--- src/verilog/stt_consts.vh ---
// constants for the trace trigger capture sequencer
`ifndef STT_CONSTS_VH
`define STT_CONSTS_VH
`define STT_OFF_CTRL      12'h000
`define STT_OFF_TRIG      12'h004
`define STT_OFF_PAT       12'h008
`define STT_OFF_STAT      12'h00C
`define STT_OFF_ADDR      12'h010
`define STT_OFF_IRQ       12'h014
`define STT_OFF_MASK      12'h018
`define STT_MODE_NONE     2'h0
`define STT_MODE_PRE      2'h1
`define STT_MODE_POST     2'h2
`define STT_DLY_NONE      2'h0
`define STT_DLY_IDLE      2'h1
`define STT_DLY_SHORT     2'h2
`define STT_DLY_LONG      2'h3
`define STT_SHORT_EVENTS  64
`define STT_LONG_EVENTS   2048
`define STT_ID_PAT_RST    8'h84
`define STT_STATUS_RST    8'h02
`define STT_MSG_RST       8'h0B
`define STT_CMD_RST       8'h12
`define STT_IRQ_TRIG      0
`define STT_IRQ_DONE      1
`define STT_IRQ_WRAP      2
`define STT_IRQ_W         3
`endif

--- src/verilog/stt_match.v ---
// trigger comparator for message, command and status codes with id gating
`timescale 1ns/1ps
`default_nettype none
module stt_match (
   input  wire       pclk,
   input  wire       presetn,
   input  wire       ev_valid,
   input  wire       ev_bus_free,
   input  wire       ev_select,
   input  wire       ev_msg,
   input  wire       ev_cmd,
   input  wire       ev_status,
   input  wire [7:0] ev_data,
   input  wire [7:0] id_pat,
   input  wire       id_en,
   input  wire       msg_en,
   input  wire       cmd_en,
   input  wire       stat_en,
   input  wire       comb_and,
   input  wire [7:0] msg_code,
   input  wire [7:0] cmd_code,
   input  wire [7:0] stat_code,
   output wire       hit
);
   reg  id_ok_q;
   reg  cmd_seen_q;
   wire id_gate;
   wire msg_hit;
   wire cmd_hit;
   wire stat_hit;

   // id seen during the last selection, forgotten at bus free
   always @(posedge pclk or negedge presetn) begin
      if (!presetn) begin
         id_ok_q    <= 1'b0;
         cmd_seen_q <= 1'b0;
      end else if (ev_valid) begin
         if (ev_bus_free) begin
            id_ok_q    <= 1'b0;
            cmd_seen_q <= 1'b0;
         end else if (ev_select) begin
            id_ok_q <= ((ev_data & id_pat) == id_pat);
         end else if (cmd_hit) begin
            cmd_seen_q <= 1'b1;
         end
      end
   end

   assign id_gate  = !id_en || id_ok_q;
   assign msg_hit  = ev_valid && msg_en && ev_msg && (ev_data == msg_code)
                     && id_gate;
   assign cmd_hit  = ev_valid && cmd_en && ev_cmd && (ev_data == cmd_code)
                     && id_gate;
   assign stat_hit = ev_valid && stat_en && ev_status
                     && (ev_data == stat_code) && id_gate;
   // and-combine needs the command seen earlier in the same command
   assign hit = msg_hit ||
                ((cmd_en && stat_en && comb_and) ? (stat_hit && cmd_seen_q)
                                                 : (cmd_hit || stat_hit));
endmodule // stt_match
`default_nettype wire

--- src/verilog/stt_capture.v ---
// trace capture sequencer with trigger modes and apb register slave
//
// Functional notes
// - post mode records and wraps before trigger
// - idle delay stops at next bus free
// - report last address when trigger ends
// - id pattern is one bit per id
// - status code compare against programmed value
// - pre mode waits for message code match
// - pre trace keeps command from bus free
// - pre mode stops when memory full after trigger
// - operator stop halts tracing at once
// - no trigger records and wraps until stop
// - stop reports max address after wrap without trigger
// - pre mode rewinds address at bus free before trigger
// - short delay records 64 more events
// - long delay records 2048 more events
// - id gating requires pattern at selection
`timescale 1ns/1ps
`default_nettype none
`include "stt_consts.vh"
module stt_capture #(
   parameter AW          = 15,
   parameter SHORT_COUNT = `STT_SHORT_EVENTS,
   parameter LONG_COUNT  = `STT_LONG_EVENTS
) (
   input  wire          pclk,
   input  wire          presetn,
   input  wire          psel,
   input  wire          penable,
   input  wire          pwrite,
   input  wire [11:0]   paddr,
   input  wire [31:0]   pwdata,
   output reg  [31:0]   prdata,
   output wire          pready,
   output wire          pslverr,
   input  wire          ev_valid_pin,
   input  wire          ev_bus_free_pin,
   input  wire          ev_select_pin,
   input  wire          ev_msg_pin,
   input  wire          ev_cmd_pin,
   input  wire          ev_status_pin,
   input  wire [7:0]    ev_data_pin,
   output reg           trace_we,
   output reg  [AW-1:0] trace_addr,
   output reg  [15:0]   trace_wdata,
   output wire          tracing,
   output wire          irq
);
   localparam [2:0] ST_IDLE = 3'b001;
   localparam [2:0] ST_RUN  = 3'b010;
   localparam [2:0] ST_DLY  = 3'b100;
   localparam [AW-1:0] ADDR_MAX = {AW{1'b1}};

   reg [2:0]    state_q;
   reg [AW-1:0] addr_q;
   reg [AW-1:0] last_q;
   reg          trig_q;
   reg          wrap_q;
   reg          hit_done_q;
   reg [11:0]   dly_q;
   reg [1:0]    mode_q;
   reg [1:0]    dly_sel_q;
   reg          id_en_q;
   reg          msg_en_q;
   reg          cmd_en_q;
   reg          stat_en_q;
   reg          and_q;
   reg [7:0]    id_pat_q;
   reg [7:0]    msg_code_q;
   reg [7:0]    cmd_code_q;
   reg [7:0]    stat_code_q;
   reg [`STT_IRQ_W-1:0] irq_q;
   reg [`STT_IRQ_W-1:0] mask_q;
   reg [13:0]   s1_q;
   reg [13:0]   s2_q;
   reg [13:0]   v_q;

   ////////////////////////////////////////////////////////////////////
   // two-stage synchroniser, then a register to catch the strobe edge
   always @(posedge pclk or negedge presetn) begin
      if (!presetn) begin
         s1_q <= 14'h0000;
         s2_q <= 14'h0000;
         v_q  <= 14'h0000;
      end else begin
         s1_q <= {ev_data_pin, ev_status_pin, ev_cmd_pin, ev_msg_pin,
                  ev_select_pin, ev_bus_free_pin, ev_valid_pin};
         s2_q <= s1_q;
         v_q  <= s2_q;
      end
   end

   // one event per rising edge of the valid strobe
   wire       ev      = s2_q[0] && !v_q[0];
   wire       ev_free = s2_q[1];
   wire [7:0] ev_data = s2_q[13:6];
   wire       hit;

   stt_match u_match (
      .pclk        (pclk),
      .presetn     (presetn),
      .ev_valid    (ev),
      .ev_bus_free (ev_free),
      .ev_select   (s2_q[2]),
      .ev_msg      (s2_q[3]),
      .ev_cmd      (s2_q[4]),
      .ev_status   (s2_q[5]),
      .ev_data     (ev_data),
      .id_pat      (id_pat_q),
      .id_en       (id_en_q),
      .msg_en      (msg_en_q),
      .cmd_en      (cmd_en_q),
      .stat_en     (stat_en_q),
      .comb_and    (and_q),
      .msg_code    (msg_code_q),
      .cmd_code    (cmd_code_q),
      .stat_code   (stat_code_q),
      .hit         (hit)
   );

   ////////////////////////////////////////////////////////////////////
   // apb decode; zero wait states, unmapped address answers slverr
   wire wr = psel && penable && pwrite;
   wire rd_sel = (paddr == `STT_OFF_CTRL) || (paddr == `STT_OFF_TRIG) ||
                 (paddr == `STT_OFF_PAT)  || (paddr == `STT_OFF_STAT) ||
                 (paddr == `STT_OFF_ADDR) || (paddr == `STT_OFF_IRQ)  ||
                 (paddr == `STT_OFF_MASK);
   assign pready  = 1'b1;
   assign pslverr = psel && penable && !rd_sel;
   wire run_cmd  = wr && (paddr == `STT_OFF_CTRL) && pwdata[0];
   wire stop_cmd = wr && (paddr == `STT_OFF_CTRL) && pwdata[1];

   ////////////////////////////////////////////////////////////////////
   // sequencer
   wire store   = ev && (state_q != ST_IDLE);
   // in pre mode, before the trigger a bus free restarts the command at address zero,
   // so the whole triggering command is kept from its bus free on
   wire rewind  = ev_free && !trig_q && !hit &&
                  (mode_q == `STT_MODE_PRE);
   wire [AW-1:0] slot = rewind ? {AW{1'b0}} : addr_q;
   wire at_top  = (slot == ADDR_MAX);
   wire [11:0] dly_load = (dly_sel_q == `STT_DLY_LONG) ?
                          LONG_COUNT[11:0] - 12'h001 :
                          SHORT_COUNT[11:0] - 12'h001;
   reg  [2:0]    state_d;
   reg  [AW-1:0] addr_d;
   reg           end_d;
   reg           trig_d;
   reg           wrap_d;

   always @* begin
      state_d = state_q;
      addr_d  = addr_q;
      end_d   = 1'b0;
      trig_d  = trig_q;
      wrap_d  = wrap_q;
      case (state_q)
         ST_IDLE: begin
            if (run_cmd) begin
               state_d = ST_RUN;
               addr_d  = {AW{1'b0}};
               trig_d  = 1'b0;
               wrap_d  = 1'b0;
            end
         end
         ST_RUN: begin
            if (store) begin
               addr_d = slot + {{(AW-1){1'b0}}, 1'b1};
               if (at_top)
                  wrap_d = 1'b1;
               if (mode_q == `STT_MODE_PRE) begin
                  if (hit && !trig_q)
                     trig_d = 1'b1;
                  if ((trig_q || hit) && at_top) begin
                     state_d = ST_IDLE;
                     end_d   = 1'b1;
                  end
               end else if (mode_q == `STT_MODE_POST && hit) begin
                  trig_d = 1'b1;
                  if (dly_sel_q == `STT_DLY_NONE) begin
                     state_d = ST_IDLE;
                     end_d   = 1'b1;
                  end else
                     state_d = ST_DLY;
               end
            end
         end
         ST_DLY: begin
            if (store) begin
               addr_d = addr_q + {{(AW-1){1'b0}}, 1'b1};
               if (at_top)
                  wrap_d = 1'b1;
               if (dly_sel_q == `STT_DLY_IDLE) begin
                  if (ev_free) begin
                     state_d = ST_IDLE;
                     end_d   = 1'b1;
                  end
               end else if (dly_q == 12'h000) begin
                  state_d = ST_IDLE;
                  end_d   = 1'b1;
               end
            end
         end
         default: state_d = ST_IDLE;
      endcase
      if (stop_cmd && state_q != ST_IDLE) begin
         state_d = ST_IDLE;
         end_d   = 1'b1;
      end
   end

   always @(posedge pclk or negedge presetn) begin
      if (!presetn) begin
         state_q     <= ST_IDLE;
         addr_q      <= {AW{1'b0}};
         last_q      <= {AW{1'b0}};
         trig_q      <= 1'b0;
         wrap_q      <= 1'b0;
         hit_done_q  <= 1'b0;
         dly_q       <= 12'h000;
         trace_we    <= 1'b0;
         trace_addr  <= {AW{1'b0}};
         trace_wdata <= 16'h0000;
      end else begin
         state_q  <= state_d;
         addr_q   <= addr_d;
         trig_q   <= trig_d;
         wrap_q   <= wrap_d;
         trace_we <= store && !(stop_cmd);
         if (store) begin
            trace_addr  <= slot;
            trace_wdata <= {2'b00, s2_q[5:0], ev_data};
         end
         if (state_q == ST_RUN && state_d == ST_DLY)
            dly_q <= dly_load;
         else if (state_q == ST_DLY && store && dly_q != 12'h000)
            dly_q <= dly_q - 12'h001;
         if (end_d) begin
            // wrapped memory without a trigger reports the top address
            if (wrap_d && !trig_d)
               last_q <= ADDR_MAX;
            else if (store)
               last_q <= slot;
            else
               last_q <= addr_q - {{(AW-1){1'b0}}, 1'b1};
            hit_done_q <= trig_d;
         end else if (run_cmd && state_q == ST_IDLE)
            hit_done_q <= 1'b0;
      end
   end

   assign tracing = (state_q != ST_IDLE);

   ////////////////////////////////////////////////////////////////////
   // configuration and interrupt registers
   wire [`STT_IRQ_W-1:0] irq_set;
   assign irq_set[`STT_IRQ_TRIG] = trig_d && !trig_q;
   assign irq_set[`STT_IRQ_DONE] = end_d;
   assign irq_set[`STT_IRQ_WRAP] = wrap_d && !wrap_q;

   always @(posedge pclk or negedge presetn) begin
      if (!presetn) begin
         mode_q      <= `STT_MODE_NONE;
         dly_sel_q   <= `STT_DLY_NONE;
         id_en_q     <= 1'b0;
         msg_en_q    <= 1'b0;
         cmd_en_q    <= 1'b0;
         stat_en_q   <= 1'b0;
         and_q       <= 1'b0;
         id_pat_q    <= `STT_ID_PAT_RST;
         msg_code_q  <= `STT_MSG_RST;
         cmd_code_q  <= `STT_CMD_RST;
         stat_code_q <= `STT_STATUS_RST;
         irq_q       <= {`STT_IRQ_W{1'b0}};
         mask_q      <= {`STT_IRQ_W{1'b0}};
      end else begin
         if (wr && paddr == `STT_OFF_TRIG) begin
            mode_q    <= pwdata[1:0];
            dly_sel_q <= pwdata[3:2];
            id_en_q   <= pwdata[4];
            msg_en_q  <= pwdata[5];
            cmd_en_q  <= pwdata[6];
            stat_en_q <= pwdata[7];
            and_q     <= pwdata[8];
         end
         if (wr && paddr == `STT_OFF_PAT) begin
            id_pat_q    <= pwdata[7:0];
            msg_code_q  <= pwdata[15:8];
            cmd_code_q  <= pwdata[23:16];
            stat_code_q <= pwdata[31:24];
         end
         if (wr && paddr == `STT_OFF_MASK)
            mask_q <= pwdata[`STT_IRQ_W-1:0];
         // set wins over write-one-to-clear
         if (wr && paddr == `STT_OFF_IRQ)
            irq_q <= (irq_q & ~pwdata[`STT_IRQ_W-1:0]) | irq_set;
         else
            irq_q <= irq_q | irq_set;
      end
   end

   assign irq = |(irq_q & mask_q);

   always @* begin
      prdata = 32'h00000000;
      if (paddr == `STT_OFF_TRIG)
         prdata = {23'h000000, and_q, stat_en_q, cmd_en_q, msg_en_q,
                   id_en_q, dly_sel_q, mode_q};
      else if (paddr == `STT_OFF_PAT)
         prdata = {stat_code_q, cmd_code_q, msg_code_q, id_pat_q};
      else if (paddr == `STT_OFF_STAT)
         prdata = {28'h0000000, hit_done_q, wrap_q, trig_q, tracing};
      else if (paddr == `STT_OFF_ADDR)
         prdata = {{(32-AW){1'b0}}, last_q};
      else if (paddr == `STT_OFF_IRQ)
         prdata = {{(32-`STT_IRQ_W){1'b0}}, irq_q};
      else if (paddr == `STT_OFF_MASK)
         prdata = {{(32-`STT_IRQ_W){1'b0}}, mask_q};
   end
endmodule // stt_capture
`default_nettype wire

--- config.mk ---
export PLATFORM = sky130hd
export DESIGN_NAME = stt_capture
export DESIGN_NICKNAME = d
export VERILOG_FILES = /design/src/verilog/stt_match.v /design/src/verilog/stt_capture.v
export VERILOG_INCLUDE_DIRS = /design/src /design/src/verilog
export SDC_FILE = /design/constraint.sdc
export NUM_CORES = 1
export LEC_CHECK = 0
export ABC_CLOCK_PERIOD_IN_PS = 4500
export BUFFER_PORTS_ARGS = -buffer_cell sky130_fd_sc_hd__buf_2
export CAP_MARGIN = 40
export CORE_AREA = 2 2 134 136
export CTS_BUF_LIST = sky130_fd_sc_hd__clkbuf_4
export DETAILED_ROUTE_END_ITERATION = 6
export DIE_AREA = 0 0 136 138
export PLACE_DENSITY = 0.63
export SLEW_MARGIN = 10
export SYNTH_ARGS = -nofsm -noshare
export SYNTH_HDL_FRONTEND = slang
export SYNTH_SLANG_ARGS = --single-unit
--- constraint.sdc ---
create_clock -name pclk -period 4.5 [get_ports pclk]
set_input_delay 0.675 -clock pclk [delete_from_list [all_inputs] [get_ports pclk]]
set_output_delay 0.675 -clock pclk [all_outputs]
set_load 0.01 [all_outputs]
==> key figures <==
Synthesis
  – Synth warn: 0
  – Post-Syn Area: 7710 um^2
  – Syn Area/Cell: 10.3 um^2
  – EDFF count, synth: 0
  – Unique masters post-synth: 75
  – Synth area leader: dfrtp_1
  – Main flop type after synthesis: dfrtp_1
  – Sequential share of the synthesized area: 0.508
  – Synth cell count leaders: dfrtp_1 (147), nand2_1 (88), nor2_1 (56), mux2_2 (36), a21oi_1 (35)
  – Top cell type's share of synthesized area: 0.477
  – Flops & latches, synth: 156
  – Cells after Synth: 745
  – Top cells by area, synth: dfrtp_1 (48%), mux2_2 (5.3%), nand2_1 (4.3%), dfstp_2 (3.1%), nor2_1 (2.7%)
  – Async SR Flop Fraction: 1.00
  – Count leader, synth: dfrtp_1

Critical path
  – CP required: 3830 ps
  – Crit path cell chain: buf_2 -> or4_4 -> nor4_1 -> and3_1 -> o21ai_0 -> mux2_2 -> buf_2
  – Critical setup path kind: primary input to primary output
  – Most frequent CP cell: buf_2
  – Crit Path Max Fanout: 15
  – Crit-path slowest cell: and3_1
  – CP startpoint kind: primary input
  – Data arrival, critical path: 3010 ps
  – CP max stage delay: 680 ps
  – Worst Setup End Kind: primary output

CTS
  – Post-CTS sizing: 0
  – Clk buf depth: 2
  – TritonCTS buffer count: 17
  – # H-tree levels: 4
  – Setup bufs post-CTS: 0
  – Clk sinks: 156
  – Worst-path clk slew: 130 ps
  – Worst-Skew Late Latency: 570 ps
  – Root buf cell: clkbuf_4
  – CTS tree: done

Floorplanning
  – Die Area: 18800 um^2
  – Num rows: 49
  – Ports: 131
  – Die width: 136 um
  – Core ar.: 17500 um^2
  – Die Span Y: 138 um
  – Initial core utilization: 0.440

Run status
  – Status: finished, final reports clean

STA
  – Worst hold slack: 200 ps
  – Worst Skew: 11.7 ps
  – Final Max Slew Viols: 0
  – Tmin final: 3690 ps
  – Fin crit share: 0.820
  – # setup viols final: 0
  – Setup TNS: 0 ps
  – Slew HR: 0.510
  – Endpoints failing hold: 0
  – RSZ-0062 raised after global routing: no
  – Worst-margin pin slew: 734 ps
  – Max frequency: 271 MHz

Placement
  – Hpwl dp: 13.6 mm
  – PortBufs: 127
  – Cell Area, Placed: 8510 um^2
  – Gp weighted congestion: 0.879

Global routing
  – Vias in the first global route: 5742
  – Initial antenna violation count: 1
  – First-pass GRT wire length: 30.6 mm
  – Grt ovf: 0
  – Tot GR Track Use: 0.208
  – Pin count of the biggest net entering global routing: 80

Routing
  – Antenna Violating Nets Remaining: 0
  – DRT Wirelength: 18.8 mm
  – Vias after detailed routing: 5952
  – Initial DRC Count: 442
  – Drt drc: 0
  – Vias per cell: 5.41
  – Drt first pass iters: 5
  – WL/cell: 17.1 um

Worst hold path
  – Hold Path Class: primary input to flop

Final layout
  – Share of layout cells above drive strength 1: 0.290
  – Post-route design area: 8760 um^2
  – Filler instances: 1675
  – Layout Utilization: 0.500
  – Nets: 923
  – Area delta synth->final: 13.7%

Power and ir drop
  – Peak VDD IR: 0.212 mV
  – P per Cell Area: 262 nW/um^2
  – Static leakage: 4.18 nW

Job
  – MaxCap Viol Count: 0
worst paths after layout:
| path | start | to | slack [ps] | depth (start not counted) |
|---|---|---|---|---|
| max in group asynchronous | presetn | msg_code_q[0]$_DFFE_PN1P_ | 2960 | 4 |
| min reg2reg | s1_q[13]$_DFF_PN0_ | s2_q[13]$_DFF_PN0_ | 360 | 0 |
| min in group asynchronous | presetn | dly_q[4]$_DFFE_PN0P_ | 510 | 2 |
| min | ev_data_pin[0] | s1_q[6]$_DFF_PN0_ | 200 | 1 |
| max reg2reg | s2_q[0]$_DFF_PN0_ | addr_q[14]$_DFFE_PN0P_ | 970 | 14 |
| max | paddr[9] | prdata[0] | 810 | 7 |
area by class of cell:
cell class	instances	area [um^2]	area share
clock inverter	13	98.8	0.0113
multi-input combinational	520	3450	0.394
timing repair buffer	139	782	0.0892
clock buffer	19	143	0.0163
tap	229	287	0.0327
inverter	23	86.3	0.00985
sequential	156	3920	0.447
antenna	1	2.50	0.000286
where the power goes:
| part | internal, mW | leakage, nW | total [mW] | switching, mW |
|---|---|---|---|---|
| registers | 1.42 | 1.95 | 1.44 | 0.0182 |
| clock network | 0.234 | 0.124 | 0.760 | 0.526 |
| logic | 0.0420 | 2.11 | 0.103 | 0.0611 |
cell usage in the layout (no fill, tap or decap), types with 19 or more instances in the layout:
master and count:
and2_1 25, o21ai_0 22, nor2_1 56, inv_1 23, mux2_2 36, clkbuf_4 19, dfrtp_1 147, buf_2 126
nand2_1 88, a21oi_1 35, xnor2_1 24, nand3_1 21, a22o_1 24
timing repair:
action | in CTS | in global routing
endpoints found under the setup margin | 0 | 0
endpoints found under the hold margin | 24 | 0
hold buffers | 1 | 0
stage by stage:
step                      total power [mW]  setup WS [ps]  instances
after global routing                  2.40            523       1099
final                                 2.30            811       1100
after floorplan                       1.49           1410        746
after CTS                             2.33            820       1099
after global placement                1.56            887       1062
after detailed placement              1.57            829       1066
state kept, by name (all words and copies together), names as in the netlist, 2 cells and up:
name and count:
msg_code_q 8, id_pat_q 8, mode_q 2, last_q 15
stat_code_q 8, addr_q 15, dly_sel_q 2, s2_q 14
trace_addr 15, s1_q 14, dly_q 12, state_q 3
mask_q 3, cmd_code_q 8, irq_q 3, trace_wdata 14
metal layers:
metal  up-vias  global-route usage  share of wire
li1       2878                   -              -
met1      2894               0.287           0.45
met2       159               0.321           0.47
met3        21              0.0546          0.058
met4         0              0.0680          0.019
met5         -                   0              0
kinds of logic after synthesis:
family                   synth area share
AND/OR/NAND/NOR                     0.187
AO/OA/AOI/OAI                       0.150
flip-flops                          0.508
buffers and inverters              0.0451
multiplexers                       0.0610
XOR/XNOR                           0.0432
adder cells (fa/ha/maj)           0.00487
other                            0.000974
critical path, delay by kind of cell:
family	cells	cell delay (ps)
simple gates	3	1630
buf+inv	2	240
compound gates	1	180
mux	1	290
(Power assumes the default switching activity.)
